===== config.mk =====
export PLATFORM = sky130hd
export DESIGN_NAME = scw_top
export DESIGN_NICKNAME = d
export VERILOG_FILES = /design/src/scw_pkg.sv /design/src/scw_shift_in.sv /design/src/scw_lock_detect.sv /design/src/scw_top.sv
export SDC_FILE = /design/constraint.sdc
export NUM_CORES = 1
export LEC_CHECK = 0
export ABC_AREA = 0
export BUFFER_PORTS_ARGS = -buffer_cell sky130_fd_sc_hd__buf_4
export CORE_MARGIN = 2
export CORE_UTILIZATION = 63
export CTS_CLUSTER_DIAMETER = 30
export DETAILED_ROUTE_END_ITERATION = 16
export HOLD_SLACK_MARGIN = 0.1
export MAX_ROUTING_LAYER = met4
export PLACE_DENSITY_LB_ADDON = 0.2
export SLEW_MARGIN = 10
export SYNTH_ARGS = -nofsm -noshare
export SYNTH_HDL_FRONTEND = slang
export SYNTH_HIERARCHICAL = 1
export SYNTH_SLANG_ARGS = --single-unit

===== constraint.sdc =====
create_clock -name clk_sys -period 3.44 [get_ports clk_sys]
set_input_delay 0.516 -clock clk_sys [delete_from_list [all_inputs] [get_ports clk_sys]]
set_output_delay 0.516 -clock clk_sys [all_outputs]
set_load 0.03 [all_outputs]

===== src/scw_pkg.sv =====
// Contract
// Low three bits of a loaded word pick its target: 000..100 for the five words.
// Bits 30..27 of the integer/fraction word select the multiplexed test output.
// A 12-bit integer divide value comes from the integer/fraction word.
// Fraction is 13 low bits of low word plus 12 high bits times 2^13.
// Cycle slip reduction is on when its enable bit is 1.
// Host enables cycle slip reduction only with positive phase detector polarity.
// Charge pump current comes from bits 27..24 of the reference divider word.
// Host selects the 8/9 prescaler above 3 GHz.
// Host keeps integer value at least 23 with 4/5, 75 with 8/9.
// Halving bit inserts a toggle stage after the reference counter.
// Doubler off uses falling reference edges; on uses both edges.
// A 5-bit reference counter divides by 1 to 32.
// Modulator resets on each integer/fraction write unless the disable bit is 1.
// Lock after 24 good comparison cycles, or 40 with precision bit set.
// Phase detector polarity follows bit 6 of the function word.
// Bit 5 set enters power-down; cleared restores; registers are kept.
// Power-down loads counters, three-states pump, clears lock; loading continues.
// Bit 4 of the function word three-states the charge pump.
// Bit 3 of the function word holds the counters in reset.
// Bleed field equal to 11 enables negative bleed current.
// Clock divider mode 01 enables switched fastlock.
// A 12-bit fastlock timer comes from bits 18..7 of the test word.
// Serial data enters MSB first, one bit per rising serial clock edge.
// Rising load enable moves the shift register into the selected word.
// Low fraction, reference count, doubler and pump current apply on next integer write.
// Wide bandwidth lasts the programmed number of comparison cycles.
// An out-of-window comparison cycle restarts the lock count and drops lock.
package scw_pkg;
  localparam int WORD_W = 32;
  localparam logic [2:0] SEL_INT_FRACTIONAL_NUMERATOR = 3'h0;
  localparam logic [2:0] SEL_FRACTIONAL_NUMERATOR_LOW = 3'h1;
  localparam logic [2:0] SEL_REF_DIV = 3'h2;
  localparam logic [2:0] SEL_FUNCTION = 3'h3;
  localparam logic [2:0] SEL_TEST = 3'h4;
  localparam int MUX_HI = 30;
  localparam int MUX_LO = 27;
  localparam int INT_HI = 26;
  localparam int INT_LO = 15;
  localparam int FRACTIONAL_NUMERATOR_HI_HI = 14;
  localparam int FRACTIONAL_NUMERATOR_HI_LO = 3;
  localparam int FRACTIONAL_NUMERATOR_LO_HI = 27;
  localparam int FRACTIONAL_NUMERATOR_LO_LO = 15;
  localparam int FRACTIONAL_NUMERATOR_LO_W = 13;
  localparam int CSR_BIT = 28;
  localparam int CPI_HI = 27;
  localparam int CPI_LO = 24;
  localparam int PRESC_BIT = 22;
  localparam int HALF_BIT = 21;
  localparam int DBL_BIT = 20;
  localparam int RDIV_HI = 19;
  localparam int RDIV_LO = 15;
  localparam int MODRST_BIT = 14;
  localparam int LDP_BIT = 7;
  localparam int POL_BIT = 6;
  localparam int PD_BIT = 5;
  localparam int CP3_BIT = 4;
  localparam int CRST_BIT = 3;
  localparam int BLEED_HI = 24;
  localparam int BLEED_LO = 23;
  localparam int CLKM_HI = 20;
  localparam int CLKM_LO = 19;
  localparam int TMR_HI = 18;
  localparam int TMR_LO = 7;
  localparam logic [1:0] BLEED_ON = 2'h3;
  localparam logic [1:0] CLKM_FASTLOCK = 2'h1;
  localparam logic [3:0] MUX_FASTLOCK_SW = 4'hC;
  localparam logic [5:0] LOCK_CYC_LO = 6'h18;
  localparam logic [5:0] LOCK_CYC_HI = 6'h28;
  localparam logic [31:0] WORD_RESET = 32'h0000_0000;
  typedef enum logic [0:0] {FL_IDLE, FL_WIDE} scw_fl_state_t;
endpackage


===== src/scw_shift_in.sv =====
`timescale 1ns/1ps
`default_nettype none
module scw_shift_in
  import scw_pkg::*;
#(
  parameter int WIDTH = scw_pkg::WORD_W
)
(
  input wire logic clk_sys,
  input wire logic srst,
  input wire logic ce,
  input wire logic ser_clk,
  input wire logic ser_data,
  input wire logic load_enable,
  output logic [WIDTH-1:0] word_q,
  output logic word_valid_q
);
  logic ser_clk_q;
  logic le_q;
  logic [WIDTH-1:0] shift_q;

  always_ff @(posedge clk_sys)
  begin
    if (srst)
    begin
      ser_clk_q <= 1'b0;
      le_q <= 1'b0;
      shift_q <= '0;
      word_q <= '0;
      word_valid_q <= 1'b0;
    end
    else if (ce)
    begin
      ser_clk_q <= ser_clk;
      le_q <= load_enable;
      if (ser_clk && !ser_clk_q)
        shift_q <= {shift_q[WIDTH-2:0], ser_data};
      word_valid_q <= load_enable && !le_q;
      if (load_enable && !le_q)
        word_q <= shift_q;
    end
  end
endmodule // scw_shift_in
`default_nettype wire


===== src/scw_lock_detect.sv =====
`timescale 1ns/1ps
`default_nettype none
module scw_lock_detect
  import scw_pkg::*;
(
  input wire logic clk_sys,
  input wire logic srst,
  input wire logic ce,
  input wire logic clear,
  input wire logic cmp_tick,
  input wire logic in_window,
  input wire logic precision,
  output logic locked_q
);
  logic [5:0] count_q;
  logic [5:0] count_d;
  logic [5:0] target;

  assign target = precision ? LOCK_CYC_HI : LOCK_CYC_LO;
  assign count_d = (count_q == LOCK_CYC_HI) ? count_q : count_q + 6'h01;

  always_ff @(posedge clk_sys)
  begin
    if (srst || (ce && clear))
    begin
      count_q <= '0;
      locked_q <= 1'b0;
    end
    else if (ce && cmp_tick)
    begin
      if (!in_window)
      begin
        count_q <= '0;
        locked_q <= 1'b0;
      end
      else
      begin
        count_q <= count_d;
        locked_q <= (count_d >= target);
      end
    end
  end
endmodule // scw_lock_detect
`default_nettype wire


===== src/scw_top.sv =====
`timescale 1ns/1ps
`default_nettype none
module scw_top
  import scw_pkg::*;
(
  input wire logic clk_sys,
  input wire logic srst,
  input wire logic ce,
  input wire logic ser_clk,
  input wire logic ser_data,
  input wire logic load_enable,
  input wire logic reference_input,
  input wire logic phase_in_window,
  output logic [11:0] int_value_q,
  output logic [24:0] fractional_numerator_q,
  output logic [3:0] test_output_select_q,
  output logic [3:0] pump_current_q,
  output logic prescaler_select_q,
  output logic cycle_slip_reduce_enable_q,
  output logic reference_halving_enable_q,
  output logic doubler_enable_q,
  output logic [4:0] r_divide_q,
  output logic modulator_reset_q,
  output logic lock_detect_precision_q,
  output logic pd_polarity_q,
  output logic power_down_q,
  output logic cp_three_state_q,
  output logic counter_hold_q,
  output logic bleed_enable_q,
  output logic fastlock_enable_q,
  output logic [11:0] fastlock_timer_q,
  output logic pfd_ref_tick_q,
  output logic pfd_ref_level_q,
  output logic lock_detect_q,
  output logic wide_bandwidth_q,
  output logic fastlock_switch_q
);
  import scw_pkg::*;

  function automatic logic word_is(input logic [WORD_W-1:0] w, input logic [2:0] code);
    word_is = (w[2:0] == code);
  endfunction

  //////////////////////////////////////////////////////////////////////////////
  // Serial input and word routing

  logic [WORD_W-1:0] word;
  logic word_valid;
  logic wr_int_fractional_numerator;
  logic wr_fractional_numerator_low;
  logic wr_ref_div;
  logic wr_function;
  logic wr_test;

  scw_shift_in #(
    .WIDTH(WORD_W)
  ) u_shift (
    .clk_sys(clk_sys),
    .srst(srst),
    .ce(ce),
    .ser_clk(ser_clk),
    .ser_data(ser_data),
    .load_enable(load_enable),
    .word_q(word),
    .word_valid_q(word_valid)
  );

  // Unlisted codes are dropped
  assign wr_int_fractional_numerator = word_valid && word_is(word, SEL_INT_FRACTIONAL_NUMERATOR);
  assign wr_fractional_numerator_low = word_valid && word_is(word, SEL_FRACTIONAL_NUMERATOR_LOW);
  assign wr_ref_div = word_valid && word_is(word, SEL_REF_DIV);
  assign wr_function = word_valid && word_is(word, SEL_FUNCTION);
  assign wr_test = word_valid && word_is(word, SEL_TEST);

  //////////////////////////////////////////////////////////////////////////////
  // Staged fields waiting for the next integer/fraction write

  logic [FRACTIONAL_NUMERATOR_LO_W-1:0] pend_fractional_numerator_low_q;
  logic [4:0] pend_r_divide_q;
  logic pend_doubler_q;
  logic [3:0] pend_pump_current_q;
  logic modulator_reset_disable_q;

  always_ff @(posedge clk_sys)
  begin
    if (srst)
      pend_fractional_numerator_low_q <= '0;
    else if (ce && wr_fractional_numerator_low)
      pend_fractional_numerator_low_q <= word[FRACTIONAL_NUMERATOR_LO_HI:FRACTIONAL_NUMERATOR_LO_LO];
  end

  always_ff @(posedge clk_sys)
  begin
    if (srst)
    begin
      pend_r_divide_q <= '0;
      pend_doubler_q <= 1'b0;
      pend_pump_current_q <= '0;
    end
    else if (ce && wr_ref_div)
    begin
      pend_r_divide_q <= word[RDIV_HI:RDIV_LO];
      pend_doubler_q <= word[DBL_BIT];
      pend_pump_current_q <= word[CPI_HI:CPI_LO];
    end
  end

  //////////////////////////////////////////////////////////////////////////////
  // Integer/fraction word; it also commits the staged fields

  always_ff @(posedge clk_sys)
  begin
    if (srst)
    begin
      int_value_q <= '0;
      fractional_numerator_q <= '0;
      test_output_select_q <= '0;
      r_divide_q <= '0;
      doubler_enable_q <= 1'b0;
      pump_current_q <= '0;
    end
    else if (ce && wr_int_fractional_numerator)
    begin
      test_output_select_q <= word[MUX_HI:MUX_LO];
      int_value_q <= word[INT_HI:INT_LO];
      fractional_numerator_q <= {word[FRACTIONAL_NUMERATOR_HI_HI:FRACTIONAL_NUMERATOR_HI_LO], pend_fractional_numerator_low_q};
      r_divide_q <= pend_r_divide_q;
      doubler_enable_q <= pend_doubler_q;
      pump_current_q <= pend_pump_current_q;
    end
  end

  always_ff @(posedge clk_sys)
  begin
    if (srst)
      modulator_reset_q <= 1'b0;
    else if (ce)
      modulator_reset_q <= wr_int_fractional_numerator && !modulator_reset_disable_q;
  end

  //////////////////////////////////////////////////////////////////////////////
  // Reference divider word, immediate fields

  always_ff @(posedge clk_sys)
  begin
    if (srst)
    begin
      cycle_slip_reduce_enable_q <= 1'b0;
      prescaler_select_q <= 1'b0;
      reference_halving_enable_q <= 1'b0;
    end
    else if (ce && wr_ref_div)
    begin
      cycle_slip_reduce_enable_q <= word[CSR_BIT];
      prescaler_select_q <= word[PRESC_BIT];
      reference_halving_enable_q <= word[HALF_BIT];
    end
  end

  //////////////////////////////////////////////////////////////////////////////
  // Function word

  logic pump_tristate_bit_q;
  logic counter_reset_bit_q;

  always_ff @(posedge clk_sys)
  begin
    if (srst)
    begin
      modulator_reset_disable_q <= 1'b0;
      lock_detect_precision_q <= 1'b0;
      pd_polarity_q <= 1'b0;
      power_down_q <= 1'b0;
      pump_tristate_bit_q <= 1'b0;
      counter_reset_bit_q <= 1'b0;
    end
    else if (ce && wr_function)
    begin
      modulator_reset_disable_q <= word[MODRST_BIT];
      lock_detect_precision_q <= word[LDP_BIT];
      pd_polarity_q <= word[POL_BIT];
      power_down_q <= word[PD_BIT];
      pump_tristate_bit_q <= word[CP3_BIT];
      counter_reset_bit_q <= word[CRST_BIT];
    end
  end

  // Power-down three-states the pump and holds the counters, and clears lock and fastlock state; stored words stay intact
  always_ff @(posedge clk_sys)
  begin
    if (srst)
    begin
      cp_three_state_q <= 1'b0;
      counter_hold_q <= 1'b0;
    end
    else if (ce)
    begin
      cp_three_state_q <= pump_tristate_bit_q || power_down_q;
      counter_hold_q <= counter_reset_bit_q || power_down_q;
    end
  end

  //////////////////////////////////////////////////////////////////////////////
  // Test word

  always_ff @(posedge clk_sys)
  begin
    if (srst)
    begin
      bleed_enable_q <= 1'b0;
      fastlock_enable_q <= 1'b0;
      fastlock_timer_q <= '0;
    end
    else if (ce && wr_test)
    begin
      bleed_enable_q <= (word[BLEED_HI:BLEED_LO] == BLEED_ON);
      fastlock_enable_q <= (word[CLKM_HI:CLKM_LO] == CLKM_FASTLOCK);
      fastlock_timer_q <= word[TMR_HI:TMR_LO];
    end
  end

  //////////////////////////////////////////////////////////////////////////////
  // Reference path: edge pick, R counter, optional halving stage

  logic ref_q;
  logic ref_edge;
  logic [4:0] r_count_q;
  logic [4:0] r_last;
  logic r_out;
  logic half_q;
  logic cmp_tick;

  assign ref_edge = doubler_enable_q ? (ref_q != reference_input) : (ref_q && !reference_input);
  // Field value 0 divides by 32
  assign r_last = r_divide_q - 5'h01;
  assign r_out = ref_edge && (r_count_q == r_last);
  assign cmp_tick = reference_halving_enable_q ? (r_out && half_q) : r_out;

  always_ff @(posedge clk_sys)
  begin
    if (srst)
      ref_q <= 1'b0;
    else if (ce)
      ref_q <= reference_input;
  end

  always_ff @(posedge clk_sys)
  begin
    if (srst || (ce && counter_hold_q))
    begin
      r_count_q <= '0;
      half_q <= 1'b0;
    end
    else if (ce && ref_edge)
    begin
      r_count_q <= r_out ? 5'h00 : r_count_q + 5'h01;
      if (r_out)
        half_q <= !half_q;
    end
  end

  always_ff @(posedge clk_sys)
  begin
    if (srst)
    begin
      pfd_ref_tick_q <= 1'b0;
      pfd_ref_level_q <= 1'b0;
    end
    else if (ce)
    begin
      pfd_ref_tick_q <= cmp_tick && !counter_hold_q;
      pfd_ref_level_q <= reference_halving_enable_q ? half_q : r_out;
    end
  end

  //////////////////////////////////////////////////////////////////////////////
  // Digital lock detect

  scw_lock_detect u_lock (
    .clk_sys(clk_sys),
    .srst(srst),
    .ce(ce),
    .clear(power_down_q),
    .cmp_tick(pfd_ref_tick_q),
    .in_window(phase_in_window),
    .precision(lock_detect_precision_q),
    .locked_q(lock_detect_q)
  );

  //////////////////////////////////////////////////////////////////////////////
  // Switched fastlock timer, started by an integer/fraction write

  scw_fl_state_t fl_state_q;
  logic [11:0] fl_count_q;

  always_ff @(posedge clk_sys)
  begin
    if (srst || (ce && power_down_q))
    begin
      fl_state_q <= FL_IDLE;
      fl_count_q <= '0;
    end
    else if (ce)
    begin
      unique case (fl_state_q)
        FL_IDLE:
        begin
          if (wr_int_fractional_numerator && fastlock_enable_q && (fastlock_timer_q != 12'h000))
          begin
            fl_state_q <= FL_WIDE;
            fl_count_q <= fastlock_timer_q;
          end
        end
        FL_WIDE:
        begin
          if (!fastlock_enable_q)
            fl_state_q <= FL_IDLE;
          else if (pfd_ref_tick_q)
          begin
            fl_count_q <= fl_count_q - 12'h001;
            if (fl_count_q == 12'h001)
              fl_state_q <= FL_IDLE;
          end
        end
      endcase
    end
  end

  always_ff @(posedge clk_sys)
  begin
    if (srst)
    begin
      wide_bandwidth_q <= 1'b0;
      fastlock_switch_q <= 1'b0;
    end
    else if (ce)
    begin
      wide_bandwidth_q <= (fl_state_q == FL_WIDE);
      fastlock_switch_q <= (fl_state_q == FL_WIDE) && (test_output_select_q == MUX_FASTLOCK_SW);
    end
  end
endmodule // scw_top
`default_nettype wire


==> metrics.csv <==
stage;metric;value;unit
run_status;outcome;finished, final reports clean;
power_and_ir_drop;sw power;0.990;mW
run;reported max-cap violation count;0;
final_layout;Final Non-Filler Cells;1108;
sta;Final Hold Vio Count;0;
sta;Final setup viols;0;
global_route;GRT Total Usage;0.280;
cts;clock sinks;196;
placed_design;Final Wtd Congestion;0.855;
cts;CTS tree;done;
sta;normalized max-slew margin;0.367;
sta;Final Max Tran Viols;0;
final_layout;commonest non-fill, non-tap cells in the layout;196 x dfxtp_1, 139 x nand2_1, 111 x mux2i_1;
hold_path;Min-Delay Path Class;in -> reg;
final_layout;layout cells sized above 1;0.139;
global_route;pin count of the biggest net entering global routing;78;
final_layout;commonest non-fill, non-tap cell in the layout;dfxtp_1;
cts;post-CTS setup buffers;0;
setup_path;Critical Path RT;3760;ps
yosys;Synth Instances;868;
global_route;met1 Use GR;0.359;
setup_path;Critical Path Start Type;register;
sta;post-route minimum period;2110;ps
global_route;GR Layer Usage met3;0.0576;
power_and_ir_drop;Clock Power Share;0.454;
setup_path;worst-path fanout max;24;
yosys;synthesized area per cell;9.22;µm²
sta;Worst-Margin Slew;950;ps
global_route;GRT Max-Usage Layer;met2;
cts;Clock Pin Slew Worst Setup and Hold Paths;70;ps
placed_design;hpwl dp;12100;µm
floorplan;Die Height;117;µm
final_layout;Final Cell Area;0.00923;mm²
setup_path;FF-to-FF path depth;5;
sta;Fmax achieved;0.474;GHz
cts;hold buffer count at cts;0;
power_and_ir_drop;Comb pwr share;0.032;
power_and_ir_drop;VDD IR-drop max;0.410;mV
cts;H-Tree Depth;4;
power_and_ir_drop;leak pwr;3.62;nW
floorplan;# IOs;87;
yosys;Cell Area, Synth;0.00800;mm²
route;average wire per standard cell;16.2;µm
placed_design;Inst Count DP;1076;
route;final WL;18000;µm
floorplan;die area;0.0136;mm²
cts;cts repair resizes;0;
sta;Hold WS;355;ps
yosys;syn_nets;885;
route;Via-to-Cell Ratio;5.68;
cts;clk buf depth;2;
power_and_ir_drop;Int Pwr;3.44;mW
setup_path;crit end category;register;
hold_path;Hold Path Depth;3;
floorplan;Die X;117;µm
route;drt pass-1 iters;5;
global_route;first-pass GRT wire length;28700;µm
power_and_ir_drop;PD cells;480;mW/mm²
cts;clock insertion delay at the later pin of the skew report;430;ps
sta;Final TNS setup;0;ps
yosys;Warnings, synthesis;6;
sta;final period utilization;0.614;
setup_path;crit path kind;reg -> reg;
route;via count;6295;
route;drt drc;0;
floorplan;initial core utilization;0.639;
floorplan;# rows;41;
placed_design;# port buffers;86;
power_and_ir_drop;sequential share of power;0.514;
cts;CTS Root Cell;clkbuf_16;
placed_design;instance area at placement;0.00862;mm²
route;Routed Antenna Nets;0;
sta;clock skew;7.50;ps
sta;RSZ-0062 raised after global routing;false;
setup_path;Worst Path Arrival;2430;ps
global_route;antenna violations before repair;0;
power_and_ir_drop;Net Sw Frac;0.223;
power_and_ir_drop;Total Power;4.43;mW
floorplan;core area;0.0125;mm²
final_layout;Layout Nets;940;
cts;Num CTS Buffers;17;
route;Initial DRC Count;426;
global_route;total gr overflow;0;
final_layout;number of diodes;0;
global_route;vias in the first global route;5855;
final_layout;Area Overhead vs Synth;15.3;%
global_route;GR Layer Usage met2;0.432;
## final timing paths
kind	from	endpoint	slack, ps
worst min-delay path	reference_input	ref_q	350
worst min register to register	pend_fractional_numerator_low_q[3]	fractional_numerator_q[3]	450
worst max-delay path	fastlock_timer_q[6]	fl_count_q[0]	1330
worst max register to register	fastlock_timer_q[6]	fl_count_q[0]	1330
## stage by stage
| stage | setup WS, ps | utilization |
|---|---|---|
| global route | 1180 | 0.737 |
| finish | 1330 | 0.737 |
| global placement | 1070 | 0.689 |
| CTS | 1350 | 0.737 |
| floorplan | 1390 | - |
| detailed placement | 1020 | 0.689 |
## cell type report
class | instances | area (µm²)
clock buffers | 18 | 439
well taps | 172 | 215
flip-flops and latches | 196 | 3920
inverters | 13 | 48.8
fillers | 966 | 3290
clock inverters | 14 | 168
multi-input cells | 602 | 3720
repair buffers | 93 | 711
## worst max-delay path, stage by stage, from the launching register on
cell and delay [ps]:
dfxtp_1 380, nor4_1 270, and3_1 250, o32a_1 730, o21ai_0 210, o311a_1 160
## power groups by stage
stage	sequential, mW	clock (mW)	combinational (mW)
floorplan	2.33	0	0.116
global placement	2.33	0	0.137
detailed placement	2.33	0	0.141
CTS	2.28	2.04	0.141
global route	2.28	2.14	0.151
finish	2.28	2.01	0.141
## registers in the layout, summed over array words and instances (netlist names), 4 cells and up
register / flops
fastlock_timer_q: 12
fl_count_q: 12
fractional_numerator_q: 25
int_value_q: 12
pend_fractional_numerator_low_q: 13
pend_pump_current_q: 4
pend_r_divide_q: 5
pump_current_q: 4
r_count_q: 5
r_divide_q: 5
test_output_select_q: 4
u_lock/count_q: 6
u_shift/shift_q: 31
u_shift/word_q: 31
## metal layers
layer,wire (µm),up-vias
met1,8110,3014
met5,0,-
met2,8540,160
met4,450,0
met3,855,39
li1,-,3082
No activity file was read; power rests on OpenSTA's default activity.
